[src/exec_pkg.sv]
package exec_pkg;

  localparam int WORD_W = 16;
  localparam int PC_W   = 20;
  localparam int OFS_W  = 10;

  // Status register bit positions.
  localparam int FLAG_C   = 0;
  localparam int FLAG_Z   = 1;
  localparam int FLAG_N   = 2;
  localparam int FLAG_GIE = 3;
  localparam int FLAG_CPU = 4;
  localparam int FLAG_OSC = 5;
  localparam int FLAG_V   = 8;

  localparam logic [15:0] GIE_MASK    = 16'h0008;
  localparam logic [15:0] FLAGS_RESET = 16'h0000;
  localparam logic [19:0] PC_RESET    = 20'h00000;
  localparam logic [15:0] RESULT_RESET = 16'h0000;

  // Register offsets of the Avalon slave, word addressed.
  localparam logic [3:0] REG_CTRL   = 4'h0;
  localparam logic [3:0] REG_OPND   = 4'h1;
  localparam logic [3:0] REG_RESULT = 4'h2;
  localparam logic [3:0] REG_FLAGS  = 4'h3;
  localparam logic [3:0] REG_PC     = 4'h4;
  localparam logic [3:0] REG_STATUS = 4'h5;

  // Control word fields.
  localparam int CTRL_OP_LSB  = 0;
  localparam int CTRL_BYTE    = 4;
  localparam int CTRL_OFS_LSB = 8;

  localparam logic [31:0] UNMAPPED_DATA = 32'h0000_0000;

  typedef enum logic [3:0] {
    OP_NONE,
    OP_SUBTRACT_TWO,
    OP_ADD_ONE,
    OP_ADD_TWO,
    OP_COMPLEMENT,
    OP_IRQ_MASK,
    OP_IRQ_UNMASK,
    OP_BRANCH_ON_CARRY,
    OP_BRANCH_UNSIGNED_GE,
    OP_BRANCH_ON_ZERO_FLAG,
    OP_BRANCH_ON_EQUAL,
    OP_BRANCH_SIGNED_GE
  } op_t;

  typedef struct packed {
    logic [15:0] result;
    logic        n;
    logic        z;
    logic        c;
    logic        v;
  } alu_out_t;

  typedef struct packed {
    logic [3:0]  address;
    logic        read;
    logic        write;
    logic [31:0] writedata;
  } avl_req_t;

endpackage

[src/emu_alu.sv]
`timescale 1ns/1ps
module emu_alu (
  input  wire exec_pkg::op_t      op,
  input  wire logic               byte_mode,
  input  wire logic [15:0]        dst,
  output exec_pkg::alu_out_t      res
);
  import exec_pkg::*;

  logic [15:0] sum;
  logic [7:0]  lo;
  logic        msb_in;

  always_comb begin
    lo     = dst[7:0];
    msb_in = byte_mode ? dst[7] : dst[15];
    sum    = dst;
    res    = '0;
    unique case (op)
      OP_SUBTRACT_TWO: begin
        sum   = dst - 16'h0002;
        res.z = byte_mode ? (lo == 8'h02) : (dst == 16'h0002);
        res.c = byte_mode ? (lo > 8'h01) : (dst > 16'h0001);
        res.v = byte_mode ? (lo == 8'h81 || lo == 8'h80)
                          : (dst == 16'h8001 || dst == 16'h8000);
      end
      OP_ADD_ONE: begin
        sum   = dst + 16'h0001;
        res.z = byte_mode ? (lo == 8'hFF) : (dst == 16'hFFFF);
        res.c = res.z;
        res.v = byte_mode ? (lo == 8'h7F) : (dst == 16'h7FFF);
      end
      OP_ADD_TWO: begin
        sum   = dst + 16'h0002;
        res.z = byte_mode ? (lo == 8'hFE) : (dst == 16'hFFFE);
        res.c = byte_mode ? (lo >= 8'hFE) : (dst >= 16'hFFFE);
        res.v = byte_mode ? (lo == 8'h7E || lo == 8'h7F)
                          : (dst == 16'h7FFE || dst == 16'h7FFF);
      end
      OP_COMPLEMENT: begin
        sum   = dst ^ 16'hFFFF;
        res.v = msb_in;
      end
      default: begin
        sum = dst;
      end
    endcase
    // Byte operations clear the upper byte of the destination.
    res.result = byte_mode ? {8'h00, sum[7:0]} : sum;
    if (op == OP_COMPLEMENT) begin
      res.z = (res.result == 16'h0000);
      res.c = !res.z;
    end
    res.n = byte_mode ? sum[7] : sum[15];
  end

endmodule // emu_alu

[src/emu_exec.sv]
// Chosen here: the Avalon-MM slave port and the register addresses.
`timescale 1ns/1ps
module emu_exec (
  input  wire  logic        clk,
  input  wire  logic        rst_n,
  input  wire  logic        clk_en,
  input  wire  logic [3:0]  avs_address,
  input  wire  logic        avs_read,
  input  wire  logic        avs_write,
  input  wire  logic [31:0] avs_writedata,
  output logic       [31:0] avs_readdata,
  output logic              avs_waitrequest,
  input  wire  logic        irq_request,
  output logic              irq_accept,
  output logic              global_irq_enable,
  output logic              oscillator_disable,
  output logic              core_halt
);
  import exec_pkg::*;

  avl_req_t    req;
  alu_out_t    alu_res;
  op_t         op;
  logic        byte_mode;
  logic [9:0]  offset;
  logic [15:0] opnd_r;
  logic [15:0] result_r;
  logic [15:0] flags_r;
  logic [19:0] pc_r;
  logic        ack_r;
  logic        hold_irq_r;
  logic        irq_sync1_r;
  logic        irq_sync2_r;
  logic        exec_go;
  logic        taken;
  logic [19:0] pc_nxt;
  logic [15:0] flags_nxt;
  logic [31:0] rdata_nxt;
  logic [19:0] step;

  assign req = '{address: avs_address, read: avs_read, write: avs_write,
                 writedata: avs_writedata};

  // A write to the control register executes one instruction.
  assign exec_go   = req.write && !ack_r && req.address == REG_CTRL;
  assign op        = op_t'(req.writedata[CTRL_OP_LSB +: 4]);
  assign byte_mode = req.writedata[CTRL_BYTE];
  assign offset    = req.writedata[CTRL_OFS_LSB +: OFS_W];

  emu_alu u_alu (
    .op        (op),
    .byte_mode (byte_mode),
    .dst       (opnd_r),
    .res       (alu_res)
  );

  function automatic logic branch_taken(input op_t o, input logic [15:0] f);
    unique case (o)
      OP_BRANCH_ON_CARRY, OP_BRANCH_UNSIGNED_GE:      return f[FLAG_C];
      OP_BRANCH_ON_ZERO_FLAG, OP_BRANCH_ON_EQUAL:     return f[FLAG_Z];
      OP_BRANCH_SIGNED_GE: return !(f[FLAG_N] ^ f[FLAG_V]);
      default:             return 1'b0;
    endcase
  endfunction

  assign taken = branch_taken(op, flags_r);
  // Offset doubled then sign extended; the counter wraps in 20 bits.
  assign step  = {{(PC_W-OFS_W-1){offset[9]}}, offset, 1'b0};

  always_comb begin
    pc_nxt = pc_r + 20'h00002;
    if (taken) begin
      pc_nxt = pc_r + step;
    end
  end

  always_comb begin
    flags_nxt = flags_r;
    unique case (op)
      OP_SUBTRACT_TWO, OP_ADD_ONE, OP_ADD_TWO, OP_COMPLEMENT: begin
        // Mode bits are never written here.
        flags_nxt[FLAG_N] = alu_res.n;
        flags_nxt[FLAG_Z] = alu_res.z;
        flags_nxt[FLAG_C] = alu_res.c;
        flags_nxt[FLAG_V] = alu_res.v;
      end
      OP_IRQ_MASK:   flags_nxt = flags_r & ~GIE_MASK;
      OP_IRQ_UNMASK: flags_nxt = flags_r | GIE_MASK;
      default:       flags_nxt = flags_r;
    endcase
  end

  // One wait state: every request is answered at the second edge.
  always_ff @(posedge clk or negedge rst_n) begin
    if (!rst_n) begin
      ack_r <= 1'b0;
    end else if (clk_en) begin
      ack_r <= (req.read || req.write) && !ack_r;
    end
  end

  always_ff @(posedge clk or negedge rst_n) begin
    if (!rst_n) begin
      avs_waitrequest <= 1'b1;
    end else if (clk_en) begin
      avs_waitrequest <= !((req.read || req.write) && !ack_r);
    end
  end

  always_comb begin
    unique case (req.address)
      REG_CTRL:   rdata_nxt = {28'h0000000, 4'(op_t'(OP_NONE))};
      REG_OPND:   rdata_nxt = {16'h0000, opnd_r};
      REG_RESULT: rdata_nxt = {16'h0000, result_r};
      REG_FLAGS:  rdata_nxt = {16'h0000, flags_r};
      REG_PC:     rdata_nxt = {12'h000, pc_r};
      REG_STATUS: rdata_nxt = {30'h0, hold_irq_r, irq_accept};
      default:    rdata_nxt = UNMAPPED_DATA;
    endcase
  end

  always_ff @(posedge clk or negedge rst_n) begin
    if (!rst_n) begin
      avs_readdata <= 32'h0000_0000;
    end else if (clk_en && req.read && !ack_r) begin
      avs_readdata <= rdata_nxt;
    end
  end

  always_ff @(posedge clk or negedge rst_n) begin
    if (!rst_n) begin
      opnd_r <= RESULT_RESET;
    end else if (clk_en && req.write && !ack_r && req.address == REG_OPND) begin
      opnd_r <= req.writedata[15:0];
    end
  end

  always_ff @(posedge clk or negedge rst_n) begin
    if (!rst_n) begin
      result_r <= RESULT_RESET;
      pc_r     <= PC_RESET;
    end else if (clk_en) begin
      if (exec_go) begin
        result_r <= alu_res.result;
        pc_r     <= pc_nxt;
      end else if (req.write && !ack_r && req.address == REG_PC) begin
        pc_r <= req.writedata[19:0];
      end
    end
  end

  // Software may load the whole flags register; execution updates it otherwise.
  always_ff @(posedge clk or negedge rst_n) begin
    if (!rst_n) begin
      flags_r <= FLAGS_RESET;
    end else if (clk_en) begin
      if (exec_go) begin
        flags_r <= flags_nxt;
      end else if (req.write && !ack_r && req.address == REG_FLAGS) begin
        flags_r <= req.writedata[15:0];
      end
    end
  end

  always_ff @(posedge clk or negedge rst_n) begin
    if (!rst_n) begin
      irq_sync1_r <= 1'b0;
      irq_sync2_r <= 1'b0;
    end else if (clk_en) begin
      irq_sync1_r <= irq_request;
      irq_sync2_r <= irq_sync1_r;
    end
  end

  // After an unmask that sets GIE from clear the following instruction is shielded, so a pending
  // request cannot slip in between; the shield drops once it has run.
  always_ff @(posedge clk or negedge rst_n) begin
    if (!rst_n) begin
      hold_irq_r <= 1'b0;
    end else if (clk_en && exec_go) begin
      hold_irq_r <= (op == OP_IRQ_UNMASK) && !flags_r[FLAG_GIE];
    end
  end

  // Acceptance is sampled at instruction boundaries only. An interrupt may
  // still be taken right after a mask op, which software must allow for.
  always_ff @(posedge clk or negedge rst_n) begin
    if (!rst_n) begin
      irq_accept <= 1'b0;
    end else if (clk_en) begin
      irq_accept <= exec_go && irq_sync2_r && flags_r[FLAG_GIE] && !hold_irq_r;
    end
  end

  always_ff @(posedge clk or negedge rst_n) begin
    if (!rst_n) begin
      global_irq_enable  <= 1'b0;
      oscillator_disable <= 1'b0;
      core_halt          <= 1'b0;
    end else if (clk_en) begin
      global_irq_enable  <= flags_nxt[FLAG_GIE] & exec_go | flags_r[FLAG_GIE] & !exec_go;
      oscillator_disable <= flags_r[FLAG_OSC];
      core_halt          <= flags_r[FLAG_CPU];
    end
  end

endmodule // emu_exec

[config.mk]
export PLATFORM = sky130hd
export DESIGN_NAME = emu_exec
export DESIGN_NICKNAME = d
export VERILOG_FILES = /design/src/exec_pkg.sv /design/src/emu_alu.sv /design/src/emu_exec.sv
export SDC_FILE = /design/constraint.sdc
export NUM_CORES = 1
export LEC_CHECK = 0
export BUFFER_PORTS_ARGS = -buffer_cell sky130_fd_sc_hd__buf_2
export CAP_MARGIN = 20
export CORE_UTILIZATION = 30
export CTS_CLUSTER_SIZE = 16
export DETAILED_ROUTE_END_ITERATION = 8
export PLACE_DENSITY = 0.59
export REMOVE_ABC_BUFFERS = 1
export SYNTH_ARGS = -nofsm -noshare
export SYNTH_HDL_FRONTEND = slang
export SYNTH_SLANG_ARGS = --single-unit
[constraint.sdc]
create_clock -name clk -period 6.8 [get_ports clk]
set_input_delay 0.34 -clock clk [delete_from_list [all_inputs] [get_ports clk]]
set_output_delay 0.34 -clock clk [all_outputs]
set_load 0.05 [all_outputs]
# Word-level counts from Yosys, hierarchy flattened
# Cells that the tools add are included.
# W data, S select, Z words.
dict set report classes {
  order_cmp 4
  bitwise 6
  add_sub_neg 5
  mux 25
  eq_ne 31
  n_reduce_logical 39
}
# operator n
set ops {}
lappend ops {{$pmux W20 S5} 1}
lappend ops {{$eq A16 B16 Y1 const B} 4}
lappend ops {{$pmux W16 S4} 1}
lappend ops {{$mux W20} 3}
lappend ops {{$eq A16 B15 Y1 const B} 2}
lappend ops {{$eq A8 B8 Y1 const B} 4}
lappend ops {{$eq A4 B3 Y1 const B} 6}
lappend ops {{$add A20 B2 Y20 const B} 1}
lappend ops {{$add A20 B20 Y20} 1}
lappend ops {{$mux W9} 2}
lappend ops {{$add A16 B1 Y16 const B} 1}
lappend ops {{$add A16 B2 Y16 const B} 1}
lappend ops {{$eq A16 B2 Y1 const B} 1}
lappend ops {{$eq A4 B2 Y1 const B} 4}
lappend ops {{$eq A4 B4 Y1 const B} 4}
lappend ops {{$eq A8 B7 Y1 const B} 2}
lappend ops {{$ge A16 B16 Y1 const B} 1}
lappend ops {{$gt A16 B1 Y1 const B} 1}
lappend ops {{$logic_not A16 Y1} 1}
lappend ops {{$mux W16} 1}
lappend ops {{$not A16 Y16} 1}
lappend ops {{$sub A16 B2 Y16 const B} 1}
lappend ops {{$logic_and A1 B1 Y1} 15}
lappend ops {{$mux W1} 11}
lappend ops {{23 further kinds} 40}
dict set report word_totals {
  register_bits 109
  word_cells 127
  out_inout_bits 37
  input_bits 42
}

# Logic depth before layout (Yosys ltp)
dict set report depth {
  word_depth 8
  mapped_depth 17
  ltp_nobuf 16
}

# Modules after synthesis
# From an unflattened synthesis, not the netlist that was laid out.
dict set report hier_totals {
  cells_unflattened 788
  area_unflattened_um2 7180.6
}
# mod cells_per_inst seq_area_each_um2 instances area_each_um2
set by_module_without_submodules {}
lappend by_module_without_submodules {emu_exec 544 2428.6 1 5429.0}
lappend by_module_without_submodules {emu_alu 244 0.0 1 1751.7}

# Least setup slack after synthesis
# No wires, ideal clock.
dict set report synth_path {
  path_kind {input to register}
  startpoint {in avs_writedata[0]}
  endpoint {reg pc_r[19]}
  setup_time_ns 0.086
  path_buffers 1
  cell_stages 17
  required_ns 6.714
  path_slack_ns 3.320
  arrival_ns 3.394
  path_cell_list {clkbuf_1 nor3_1 nor3_1 a22oi_1 o21ai_1 nand2b_1 ha_1 inv_1 fa_1 nor2b_1 o31a_1 o31a_1 nor4_1 o31ai_1 o21a_1 mux2_2 nor3_1}
}
dict set report synth_between {
  elab_chain_len 5
  elab_cells_between_ends 10
  classes_between {5 x eq/ne; 3 x mux; 2 x reduce/logical}
}
# item line
set synth_rtl {}
lappend synth_rtl {{from (decl)} emu_exec.sv:10} ;# input wire logic [31:0] avs_writedata,
lappend synth_rtl {{$eq A4 B4 Y1 or $eq A4 B3 Y1 (tied branches)} emu_exec.sv:58} ;# unique case (o)
lappend synth_rtl {{$reduce_or A2 Y1} emu_exec.sv:58}
lappend synth_rtl {{$pmux W1 S3 *} emu_exec.sv:58}
lappend synth_rtl {{$mux W20 *} emu_exec.sv:72} ;# if (taken) begin
lappend synth_rtl {{$mux W20 *} emu_exec.sv:143} ;# if (exec_go) begin
lappend synth_rtl {{to (signal assigned)} emu_exec.sv:145} ;# pc_r <= pc_nxt;
lappend synth_rtl {{to (signal assigned)} emu_exec.sv:147} ;# pc_r <= req.writedata[19:0];
lappend synth_rtl {{to (decl)} emu_exec.sv:29} ;# logic [19:0] pc_r;
# Every way passes the cells marked *; elsewhere a longest branch is shown, timed or not.
# A chain may end at the register's enable or synchronous reset.

# Final worst setup path
dict set report layout_path {
  startpoint {in avs_writedata[3]}
  endpoint {reg pc_r[18]}
}
# The elaborated chain is that of the path after synthesis.

==> results.txt <==
Top_reg_cell synth: dfrtp_1
Post-synth EDFFs: 0
Synthesized area: 0.00684 mm^2
DRC: 0
Setup total negative slack: 0 ns
Via/cell ratio: 5.89
Final number of setup-violating endpoints: 0
Hold Buf Count CTS: 0
Critical path required time: 7.05 ns
Clock buffer depth: 2
IO Pins: 79
WP data arrival: 4.62 ns
Synth top area share: 0.351
Placed instance count: 1,096
Port bufs: 54
Post-synth ARST share: 1.00
Fmax: 0.229 GHz
Clock skew: 0.00541 ns
Core Rows: 54
Total gr overflow: 0
Worst relative slew slack: 0.281
GPL Wtd Cong: 0.935
Starting Density: 0.309
Post-DP Area: 0.00731 mm^2
Post-layout util: 0.345
Largest net degree at the start of global routing: 55
YS warnings: 0
Critical Path Fanout Max: 19
CP max stage delay: 0.70 ns
Count of cell types in the netlist: 83
CTS Buf Count: 9
Fin crit share: 0.643
Non-Filler Instances: 1,112
Pwr Total: 1.93 mW
Fin. max-slew vios: 0
MaxCap Viol Count: 0
Avg Inst Size Synth: 8.49 um^2
Peak VDD IR: 0.123 mV
First-pass GRT wire length: 35,500 um
CTS tree: yes
Layout cell share with drive strength beyond 1: 0.155
Die height: 153 um
Unrepaired setup endpoints after global routing: false
Estimated wirelength of the detail-placed design: 15,200 um
Hold/Removal Path Class: in -> async
Reg clk slew, reported paths: 0.07 ns
Post-CTS Setup Inserts: 0
Worst Setup Start Kind: primary input
Initial antenna violation count: 0
Area growth from synthesis to layout: 11.4%
Crit. End Element: flip-flop
Pwr Density: 254 mW/mm^2
Final Hold Vio Count: 12
Area of the core: 0.0221 mm^2
CP dominant cell by count: a21o_1
Crit Path Class: in -> reg
Sequential share of the synthesized area: 0.355
Worst hold slack: -0.0199 ns
Post-layout min period: 4.38 ns
Design area: 0.00762 mm^2
Commonest cells post-synth: nand2_1, dfrtp_1, a21oi_1
Clock Sinks: 97
Average wire per cell in the routed design: 19.8 um
Syn Inst Count: 805
Status: complete, but fails checks
Slowest stage cell on the critical path: o21ai_1
Nets: 895
Final WS setup: 2.42 ns
Post-Place Setup Slack: 2.08 ns
TritonRoute pass-1 iters: 5
Worst Tran Pin Value: 1.06 ns
CTS root buf: clkbuf_16
# diodes: 0
Leading area contributor after synthesis: dfrtp_1
Worst-skew pair later-pin latency: 0.36 ns
DRT antenna net count: 0
Vias in the first global route: 6,170
H-tree depth: 3
Number of synthesized register bits: 97
Failing checks: negative hold slack
Die ar.: 0.0234 mm^2
Post_cts resized: 0
Top-count cell post-synth: nand2_1
Via count: 6,548
GR Util All Layers: 0.192
Starting DRT DRC Count: 672
WL final: 22,000 um
LEAKAGE: 3.43 nW
Crit path cell chain: buf_2 > inv_1 > nor3_1 > a22oi_1 > o21ai_1 > nand2_1 > inv_1 > ha_1 > a21o_1 > a21o_1 > a21o_1 > a2bb2oi_1 > o21ai_0 > o41ai_1 > o2111ai_1 > o221a_2
Chip width: 153 um
Synth area leaders: dfrtp_1, nand2_1, a21oi_1
==> critical path: cells and delay by family <==
family	cells	cell delay, ns
buf+inv	3	0.97
fa+ha+maj	1	0.37
compound gates	10	2.43
simple gates	2	0.50
==> final timing paths <==
check                                                  from                          end  slack [ns]  cells after the start
worst min-delay path                                  rst_n        opnd_r[0]$_DFFE_PN0P_       -0.02                      1
max in group asynchronous                             rst_n         pc_r[19]$_DFFE_PN0P_        5.67                      2
worst max-delay path                       avs_writedata[3]         pc_r[18]$_DFFE_PN0P_        2.42                     16
worst min register to register  avs_readdata[2]$_DFFE_PN0P_  avs_readdata[2]$_DFFE_PN0P_        0.47                      1
min in group clk                                irq_request      irq_sync1_r$_DFFE_PN0P_        0.22                      2
worst max register to register       flags_r[0]$_DFFE_PN0P_         pc_r[18]$_DFFE_PN0P_        2.60                     15
==> where the power goes <==
group	internal, mW	switching [mW]
sequential	0.678	0.145
combinational	0.221	0.353
clock	0.297	0.239
total	1.20	0.738
==> routing by layer <==
layer,share of wire,vias to the layer above,global-route usage
met4,0.018,0,0.0529
met1,0.46,3177,0.271
met2,0.45,333,0.302
met5,0,-,0
li1,-,3007,-
met3,0.074,31,0.0346
==> layout make-up <==
type | count | area, um^2
well taps | 280 | 350
clock inverters | 6 | 66.3
multi-input cells | 624 | 4050
inverters | 26 | 97.6
repair buffers | 69 | 385
clock buffers | 10 | 239
flip-flops and latches | 97 | 2430
fillers | 2319 | 14500
==> registers in the layout (all words and copies together), names as in the netlist <==
register and flops:
irq_sync1_r 1, hold_irq_r 1, global_irq_enable 1, pc_r 20
irq_sync2_r 1, ack_r 1, irq_accept 1, core_halt 1
avs_waitrequest 1, result_r 16, flags_r 16, avs_readdata 20
opnd_r 16, oscillator_disable 1
==> cell families after synthesis <==
logic type,count (synthesis),share of synthesized area
mux,32,0.0520
buf+inv,95,0.0608
other cells,1,0.000549
xor+xnor,18,0.0231
compound gates,250,0.249
fa+ha+maj,26,0.0487
simple gates,286,0.211
flops,97,0.355
==> placed cells by master, fill, tap and decap left out, drive strengths merged, types with 7 or more instances in the layout <==
cell type / count
a222oi: 14
nand4: 12
clkbuf: 10
xnor2: 10
nor2: 48
buf: 69
conb: 12
o21ai: 47
a21o: 23
o31ai: 8
nor2b: 7
a21oi: 65
o21a: 8
mux2: 28
nor4: 10
a31oi: 12
inv: 27
and2: 12
nand2: 98
ha: 25
dfrtp: 96
nor3: 25
nand3: 20
and3: 16
xor2: 8
Note: power is estimated with default switching activity, not from simulation.
